$ cat src/rtl/pcf_consts.svh
// Purpose: Offsets, field positions, encodings and reset values of the config forwarder
// Assumes: Primary bus is synchronous to i_mclk
// Notes:   Included by the package and by the design modules
`ifndef PCF_CONSTS_SVH
`define PCF_CONSTS_SVH
`define PCF_TYPE0                2'h0
`define PCF_TYPE1                2'h1
`define PCF_BUS_HI               23
`define PCF_BUS_LO               16
`define PCF_DEV_HI               15
`define PCF_DEV_LO               11
`define PCF_FUNC_HI              10
`define PCF_FUNC_LO              8
`define PCF_REG_HI               7
`define PCF_REG_LO               2
`define PCF_IDSEL_BASE           16
`define PCF_OFS_UPSTREAM_BUS     8'h18
`define PCF_OFS_DOWNSTREAM_BUS   8'h19
`define PCF_OFS_SUBTREE_BUS      8'h1A
`define PCF_BUS_DWORD            6'h06
`define PCF_BUS_RESET            8'h00
`define PCF_SPECIAL_DEV          5'h1F
`define PCF_SPECIAL_FUNC         3'h7
`define PCF_CMD_SPECIAL          4'h1
`define PCF_CMD_CFG_READ         4'hA
`define PCF_CMD_CFG_WRITE        4'hB
`define PCF_HDR_WORDS            64
`endif

$ cat src/rtl/pcf_pkg.sv
// Purpose: Types shared by the config forwarder
// Assumes: pcf_consts.svh defines the numbers
// Notes:   Forward request carries one secondary-side cycle
`include "pcf_consts.svh"
package pcf_pkg;
  typedef enum logic [1:0] {
    PCF_FWD_TYPE0,
    PCF_FWD_TYPE1,
    PCF_FWD_SPECIAL
  } pcf_fwd_kind_type;

  typedef struct packed {
    pcf_fwd_kind_type kind;
    logic [3:0]       cmd;
    logic [31:0]      addr;
    logic [31:0]      data;
    logic [3:0]       be_n;
  } pcf_fwd_type;
endpackage

$ cat src/rtl/pcf_cfg_forward.sv
// Purpose: Decode, claim and forward primary configuration cycles
// Assumes: Primary signals synchronous to i_mclk; one data phase per cycle
// Notes:   Forwarded cycles leave as a one-cycle request on o_fwd
`timescale 1ns/10ps
`include "pcf_consts.svh"
module pcf_cfg_forward
  import pcf_pkg::*;
(
  input  wire logic        i_mclk,
  input  wire logic        i_srst,
  input  wire logic        i_frame_n,
  input  wire logic        i_irdy_n,
  input  wire logic [31:0] i_ad,
  input  wire logic [3:0]  i_upstream_command_byte_enables,
  input  wire logic        i_upstream_config_select,
  output logic             o_upstream_target_claim_n,
  output logic             o_trdy_n,
  output logic      [31:0] o_ad,
  output logic             o_ad_oe_n,
  output logic             o_fwd_valid,
  output pcf_fwd_type      o_fwd,
  output logic      [7:0]  o_upstream_bus_index,
  output logic      [7:0]  o_downstream_bus_index,
  output logic      [7:0]  o_highest_subtree_bus_index
);
  typedef enum logic [1:0] {PCF_IDLE, PCF_DLY, PCF_DATA} pcf_state_type;

  // ==========================================================
  // Address phase decode
  logic        frame_q;
  logic [7:0]  upstream_bus_index;
  logic [7:0]  downstream_bus_index;
  logic [7:0]  highest_subtree_bus_index;
  wire         addr_phase = frame_q && !i_frame_n;
  wire  [3:0]  cmd        = i_upstream_command_byte_enables;
  wire         is_cfg     = (cmd == `PCF_CMD_CFG_READ) || (cmd == `PCF_CMD_CFG_WRITE);
  wire  [7:0]  bus        = i_ad[`PCF_BUS_HI:`PCF_BUS_LO];
  wire  [4:0]  dev        = i_ad[`PCF_DEV_HI:`PCF_DEV_LO];
  wire  [2:0]  func       = i_ad[`PCF_FUNC_HI:`PCF_FUNC_LO];
  wire  [5:0]  dword      = i_ad[`PCF_REG_HI:`PCF_REG_LO];
  // Special cycle command never matches is_cfg, so it is never claimed
  wire         own_hit    = addr_phase && is_cfg && i_upstream_config_select
                            && (i_ad[1:0] == `PCF_TYPE0) && (func == 3'h0);
  wire         to_second  = (bus == downstream_bus_index);
  wire         to_deeper  = (bus > downstream_bus_index)
                            && (bus <= highest_subtree_bus_index);
  wire         fwd_hit    = addr_phase && is_cfg && (i_ad[1:0] == `PCF_TYPE1)
                            && (to_second || to_deeper);
  wire         special    = to_second && (dev == `PCF_SPECIAL_DEV)
                            && (func == `PCF_SPECIAL_FUNC)
                            && (cmd == `PCF_CMD_CFG_WRITE);

  function automatic logic [15:0] idsel_of(input logic [4:0] d);
    idsel_of = d[4] ? 16'h0000 : (16'h0001 << d[3:0]);
  endfunction

  wire  [31:0] conv_addr  = {idsel_of(dev), 5'h00, func, dword, `PCF_TYPE0};

  // ==========================================================
  // Claim state machine
  pcf_state_type state;
  pcf_state_type next_state;
  logic        own_q;
  logic        write_q;
  logic [5:0]  dword_q;
  pcf_fwd_type fwd_q;
  logic [31:0] hdr_rd;
  wire         done       = (state == PCF_DATA) && !i_irdy_n;
  wire         own_wr     = done && own_q && write_q;
  wire  [3:0]  be         = ~cmd;
  wire         bus_wr     = own_wr && (dword_q == `PCF_BUS_DWORD);
  wire  [31:0] rd_word    = (dword_q == `PCF_BUS_DWORD) ?
                            {hdr_rd[31:24], highest_subtree_bus_index,
                             downstream_bus_index, upstream_bus_index} : hdr_rd;

  always_comb begin
    next_state = state;
    case (state)
      PCF_IDLE: begin
        if (own_hit || fwd_hit) begin
          next_state = PCF_DLY;
        end
      end
      PCF_DLY:  next_state = PCF_DATA;
      PCF_DATA: begin
        if (!i_irdy_n) begin
          next_state = PCF_IDLE;
        end
      end
      default:  next_state = PCF_IDLE;
    endcase
  end

  always_ff @(posedge i_mclk) begin
    frame_q <= i_srst ? 1'b1 : i_frame_n;
    state   <= i_srst ? PCF_IDLE : next_state;
    if (state == PCF_IDLE) begin
      own_q   <= own_hit;
      write_q <= (cmd == `PCF_CMD_CFG_WRITE);
      dword_q <= dword;
    end
  end

  // ==========================================================
  // Forward request build
  always_ff @(posedge i_mclk) begin
    if (i_srst) begin
      fwd_q <= '0;
    end else if (state == PCF_IDLE && fwd_hit) begin
      if (special) begin
        fwd_q.kind <= PCF_FWD_SPECIAL;
        fwd_q.cmd  <= `PCF_CMD_SPECIAL;
        fwd_q.addr <= 32'h0000_0000;
      end else if (to_second) begin
        fwd_q.kind <= PCF_FWD_TYPE0;
        fwd_q.cmd  <= cmd;
        fwd_q.addr <= conv_addr;
      end else begin
        fwd_q.kind <= PCF_FWD_TYPE1;
        fwd_q.cmd  <= cmd;
        fwd_q.addr <= i_ad;
      end
    end
  end

  // ==========================================================
  // Outputs and bus-number registers
  always_ff @(posedge i_mclk) begin
    if (i_srst) begin
      o_upstream_target_claim_n <= 1'b1;
      o_trdy_n                  <= 1'b1;
      o_ad_oe_n                 <= 1'b1;
      o_ad                      <= 32'h0000_0000;
      o_fwd_valid               <= 1'b0;
      o_fwd                     <= '0;
    end else begin
      o_upstream_target_claim_n <= !(next_state == PCF_DATA);
      o_trdy_n                  <= !(next_state == PCF_DATA);
      o_ad_oe_n                 <= !((next_state == PCF_DATA) && !write_q);
      if (state == PCF_DLY) begin
        o_ad <= own_q ? rd_word : 32'h0000_0000;
      end
      o_fwd_valid <= done && !own_q;
      if (done && !own_q) begin
        o_fwd      <= fwd_q;
        o_fwd.data <= i_ad;
        o_fwd.be_n <= cmd;
      end
    end
  end

  // Bus numbers kept in flops so decode sees them without a memory read
  always_ff @(posedge i_mclk) begin
    if (i_srst) begin
      upstream_bus_index        <= `PCF_BUS_RESET;
      downstream_bus_index      <= `PCF_BUS_RESET;
      highest_subtree_bus_index <= `PCF_BUS_RESET;
    end else if (bus_wr) begin
      if (be[0]) upstream_bus_index <= i_ad[7:0];
      if (be[1]) downstream_bus_index <= i_ad[15:8];
      if (be[2]) highest_subtree_bus_index <= i_ad[23:16];
    end
  end

  always_ff @(posedge i_mclk) begin
    o_upstream_bus_index        <= i_srst ? `PCF_BUS_RESET : upstream_bus_index;
    o_downstream_bus_index      <= i_srst ? `PCF_BUS_RESET : downstream_bus_index;
    o_highest_subtree_bus_index <= i_srst ? `PCF_BUS_RESET : highest_subtree_bus_index;
  end

  pcf_hdr_mem u_hdr (
    .i_mclk    (i_mclk),
    .i_rd_addr (state == PCF_IDLE ? dword : dword_q),
    .o_rd_data (hdr_rd),
    .i_wr      (own_wr),
    .i_wr_addr (dword_q),
    .i_wr_be   (be),
    .i_wr_data (i_ad)
  );
endmodule

$ cat src/rtl/pcf_hdr_mem.sv
// Purpose: 64-dword configuration header store with byte writes
// Assumes: One read port and one write port, read data registered
// Notes:   Contents are not reset
`timescale 1ns/10ps
`include "pcf_consts.svh"
module pcf_hdr_mem (
  input  wire logic        i_mclk,
  input  wire logic [5:0]  i_rd_addr,
  output logic      [31:0] o_rd_data,
  input  wire logic        i_wr,
  input  wire logic [5:0]  i_wr_addr,
  input  wire logic [3:0]  i_wr_be,
  input  wire logic [31:0] i_wr_data
);
  logic [31:0] mem [0:`PCF_HDR_WORDS-1];

  always_ff @(posedge i_mclk) begin
    o_rd_data <= mem[i_rd_addr];
    for (int b = 0; b < 4; b++) begin
      if (i_wr && i_wr_be[b]) begin
        mem[i_wr_addr][8*b +: 8] <= i_wr_data[8*b +: 8];
      end
    end
  end
endmodule

$ cat config.mk
export PLATFORM = sky130hd
export DESIGN_NAME = pcf_cfg_forward
export DESIGN_NICKNAME = d
export VERILOG_FILES = /design/src/rtl/pcf_pkg.sv /design/src/rtl/pcf_cfg_forward.sv /design/src/rtl/pcf_hdr_mem.sv
export VERILOG_INCLUDE_DIRS = /design/src /design/src/rtl
export SDC_FILE = /design/constraint.sdc
export NUM_CORES = 2
export LEC_CHECK = 0
export BUFFER_PORTS_ARGS = -buffer_cell sky130_fd_sc_hd__buf_2
export CAP_MARGIN = 5
export CORE_ASPECT_RATIO = 1.1
export CORE_UTILIZATION = 41
export CTS_CLUSTER_SIZE = 28
export DETAILED_ROUTE_END_ITERATION = 12
export HOLD_SLACK_MARGIN = 0.02
export PLACE_DENSITY_LB_ADDON = 0.12
export SLEW_MARGIN = 10
export SYNTH_ARGS = -nofsm -noshare
export SYNTH_HDL_FRONTEND = slang
export SYNTH_SLANG_ARGS = --single-unit
$ cat constraint.sdc
create_clock -name i_mclk -period 3.4 [get_ports i_mclk]
set_input_delay 0.51 -clock i_mclk [delete_from_list [all_inputs] [get_ports i_mclk]]
set_output_delay 0.51 -clock i_mclk [all_outputs]
set_load 0.05 [all_outputs]
==> reports/results.ini <==
[clock_tree]
path_clk_slew_ns=0.06
clkSinkCount=2286
cts_resized=0
cts-htree-levels=4
cts_tree=built
max-clock-path-buffers=3
numCtsBuffers=231
cts-root-buf=clkbuf_16
clk_latency_ns=0.90

[route]
antenna_left=0
drt_iter0_markers=6102
vias=55682
drtPass1Iterations=8
wl_um=297000
avgRoutedWirePerCell_um=31.0
via_per_inst=5.80
drc=0

[power_and_ir_drop]
combPwrFrac_pct=5.1
report.power.total_mw=59.0
p_switching_mw=13.1
power_density_nw_per_um2=548
power_frac_seq_pct=52.2
swShare_pct=22.2
p_leak_nw=35.9
p_clk_share_pct=42.8
vdd_drop_max_mv=0.547
internal-power_mw=45.9

[placed_design]
place_ws_ns=-0.0252
portBuffers=174
globalplace.congestion=0.884
post-dp-hpwl_um=193000

[synth]
synthTopCellsByArea=edfxtp_1 (67%), mux4_2 (6.3%), dfxtp_1 (5.2%), mux2i_1 (2.9%), mux2_2 (2.8%)
synth_ff_type=edfxtp_1
ys_ff_latch=2286
synth_top_area_share_pct=67.2
async_flop_share_pct=0
synth_cell_types=55
synth_edf_count=2050
ys_seq_area_share_pct=72.3
netlist_area_um2=91700
synth_cells=5891
avgSynthCellArea_um2=15.6
synth_top_cell_by_area=edfxtp_1
yosys_warnings=0
syn-num-nets=5948

[critical_path]
slowest_stage=or4_1
path_common_cell=buf_4
slowest_delay_ns=0.56
rr_startpoint=state[1]
critPathCaptureType=flop
reg2reg_depth=8
cp_cell_sequence=or2_4 -> buf_4 -> o21ai_0 -> nor2_4 -> buf_4 -> nand4_1 -> o2111ai_1 -> or4_1
required_ns=4.15
path_max_fanout=17
r2r_setup_slack_ns=0.15
cp-start-kind=flop
arrival_ns=4.01
crit_type=reg -> reg
r2r-end=u_hdr.o_rd_data[6]

[sta]
finalSetupViolations=0
relSlewSlack_pct=22.1
clock_skew_ns=0.0510
min_period_ns=3.25
worst_slew_pin_slew_ns=1.17
fin_crit_sh_pct=95.6
fmax_mhz=308
rsz0062_at_grt=no
drv_slew=0
fin_tns_setup_ns=0
final-hold-violation-count=0
setup_ws_ns=0.148

[layout]
layout_common_cells=edfxtp_1 (2050), nand2_1 (526), buf_4 (486)
n_fill_cell=18903
area_growth_pct=17.4
drive_above_1_share_pct=23.9
nets=6498
layout_commonest_cell=edfxtp_1

[hold_path]
holdPathEnd=highest_subtree_bus_index[4]
hp-class=in -> reg
holdPathStages=3
holdCritStartpoint=i_ad[20]

[floorplanning]
dieArea_um2=225000
start_util_pct=41.3
rows=181
coreArea_um2=222000
die_h_um=498
die_x_um=453
ioPinCount=175

[grt]
grtUsageTotal_pct=26.0
grt_pass1_wl_um=419000
grt_max_degree=129
antenna_found_initial=33
gr-total-overflow=0
grt_pass1_vias=55269

[job]
drv_cap=0

[run_status]
status=finished clean

==> power by group through the flow <==
| stage | logic [mW] | clock network, mW | registers, mW |
|---|---|---|---|
| after detailed placement | 2.98 | 0 | 31.4 |
| final | 2.99 | 25.2 | 30.8 |
| after floorplan | 1.44 | 0 | 31.2 |
| after CTS | 3.00 | 25.6 | 30.8 |
| after global placement | 2.96 | 0 | 31.4 |
| after global routing | 3.15 | 26.7 | 30.8 |
==> worst max-delay path: cells and delay by family (launching register included) <==
family                 cells  cell delay [ns]
AO/OA/AOI/OAI              2             0.79
buffers and inverters      2             0.52
flip-flops                 1             0.37
AND/OR/NAND/NOR            4             1.42
==> final cells by class <==
type,instances,area [µm²],area share (%)
tap,2928,3660,3.40
antenna,23,57.6,0.0535
clock inverter,131,1220,1.14
timing repair buffer,753,6340,5.89
clock buffer,308,6250,5.81
multi-input combinational,3145,23700,22.0
sequential,2286,66300,61.6
inverter,24,91.3,0.0849
==> cells in the mapped netlist (32+ instances only) <==
| master | instances |
|---|---|
| edfxtp_1 | 2050 |
| nand2_1 | 527 |
| nand3_1 | 394 |
| nor2_1 | 356 |
| o21ai_0 | 295 |
| clkbuf_1 | 285 |
| mux2i_1 | 266 |
| mux4_2 | 256 |
| dfxtp_1 | 236 |
| mux2_2 | 224 |
| a21oi_1 | 170 |
| a22oi_1 | 88 |
| buf_2 | 87 |
| nor3_1 | 82 |
| nand4_1 | 70 |
| a32oi_1 | 64 |
| buf_1 | 58 |
| a31oi_1 | 37 |
| or4_1 | 34 |
| a221o_1 | 32 |
| a22o_1 | 32 |
| a32o_1 | 32 |
| o2111ai_1 | 32 |
==> registers in the layout (all words and copies together) (netlist names) <==
register	count
highest_subtree_bus_index	8
o_ad	32
o_highest_subtree_bus_index	8
state	2
write_q	1
fwd_q	38
o_trdy_n	1
frame_q	1
o_downstream_bus_index	8
upstream_bus_index	8
u_hdr.mem	2048
o_fwd	74
o_upstream_bus_index	8
downstream_bus_index	8
o_fwd_valid	1
u_hdr.o_rd_data	32
o_ad_oe_n	1
own_q	1
dword_q	6
==> kinds of logic after synthesis <==
kind of cell / synth area share (%)
flip-flops: 72.3
AND/OR/NAND/NOR: 7.80
AO/OA/AOI/OAI: 5.55
multiplexers: 12.1
buffers and inverters: 2.04
adder cells (fa/ha/maj): 0.218
==> repair_timing <==
item,4_1_cts,5_1_grt
setup buffers,0,4
hold buffers,16,0
endpoints found under the setup margin,0,1
hold endpoints to repair,30,0
==> how the worst max path moves through the flow <==
stage,startpoint,to,slack [ns],cells past startpoint
after CTS,state[0],u_hdr.o_rd_data[19],0.05,8
after floorplan,i_ad[2],u_hdr.o_rd_data[20],0.60,9
after global routing,dword_q[1],u_hdr.o_rd_data[19],0.09,7
after detailed placement,i_ad[2],u_hdr.o_rd_data[15],-0.03,10
after global placement,i_ad[2],u_hdr.o_rd_data[15],-0.03,10
final,state[1],u_hdr.o_rd_data[6],0.15,8
==> metrics by stage <==
stage               hold slack, ns  instances  util [%]  area (µm²)
CTS                         0.0315       9570      48.5      108000
detailed placement           0.444       9115      45.1       99900
global route                 0.117       9580      48.5      108000
floorplan                    0.427       5891         -       91700
finish                       0.100       9598      48.6      108000
global placement             0.436       9114      45.1       99900
==> routing by layer <==
metal / GRT usage (%) / up-vias / routed length, µm
li1: - / 24090 / -
met1: 34.9 / 29003 / 122000
met2: 42.4 / 2127 / 145000
met3: 4.64 / 452 / 20500
met4: 9.54 / 10 / 10000
met5: 0 / - / 154
(Power assumes the default switching activity.)
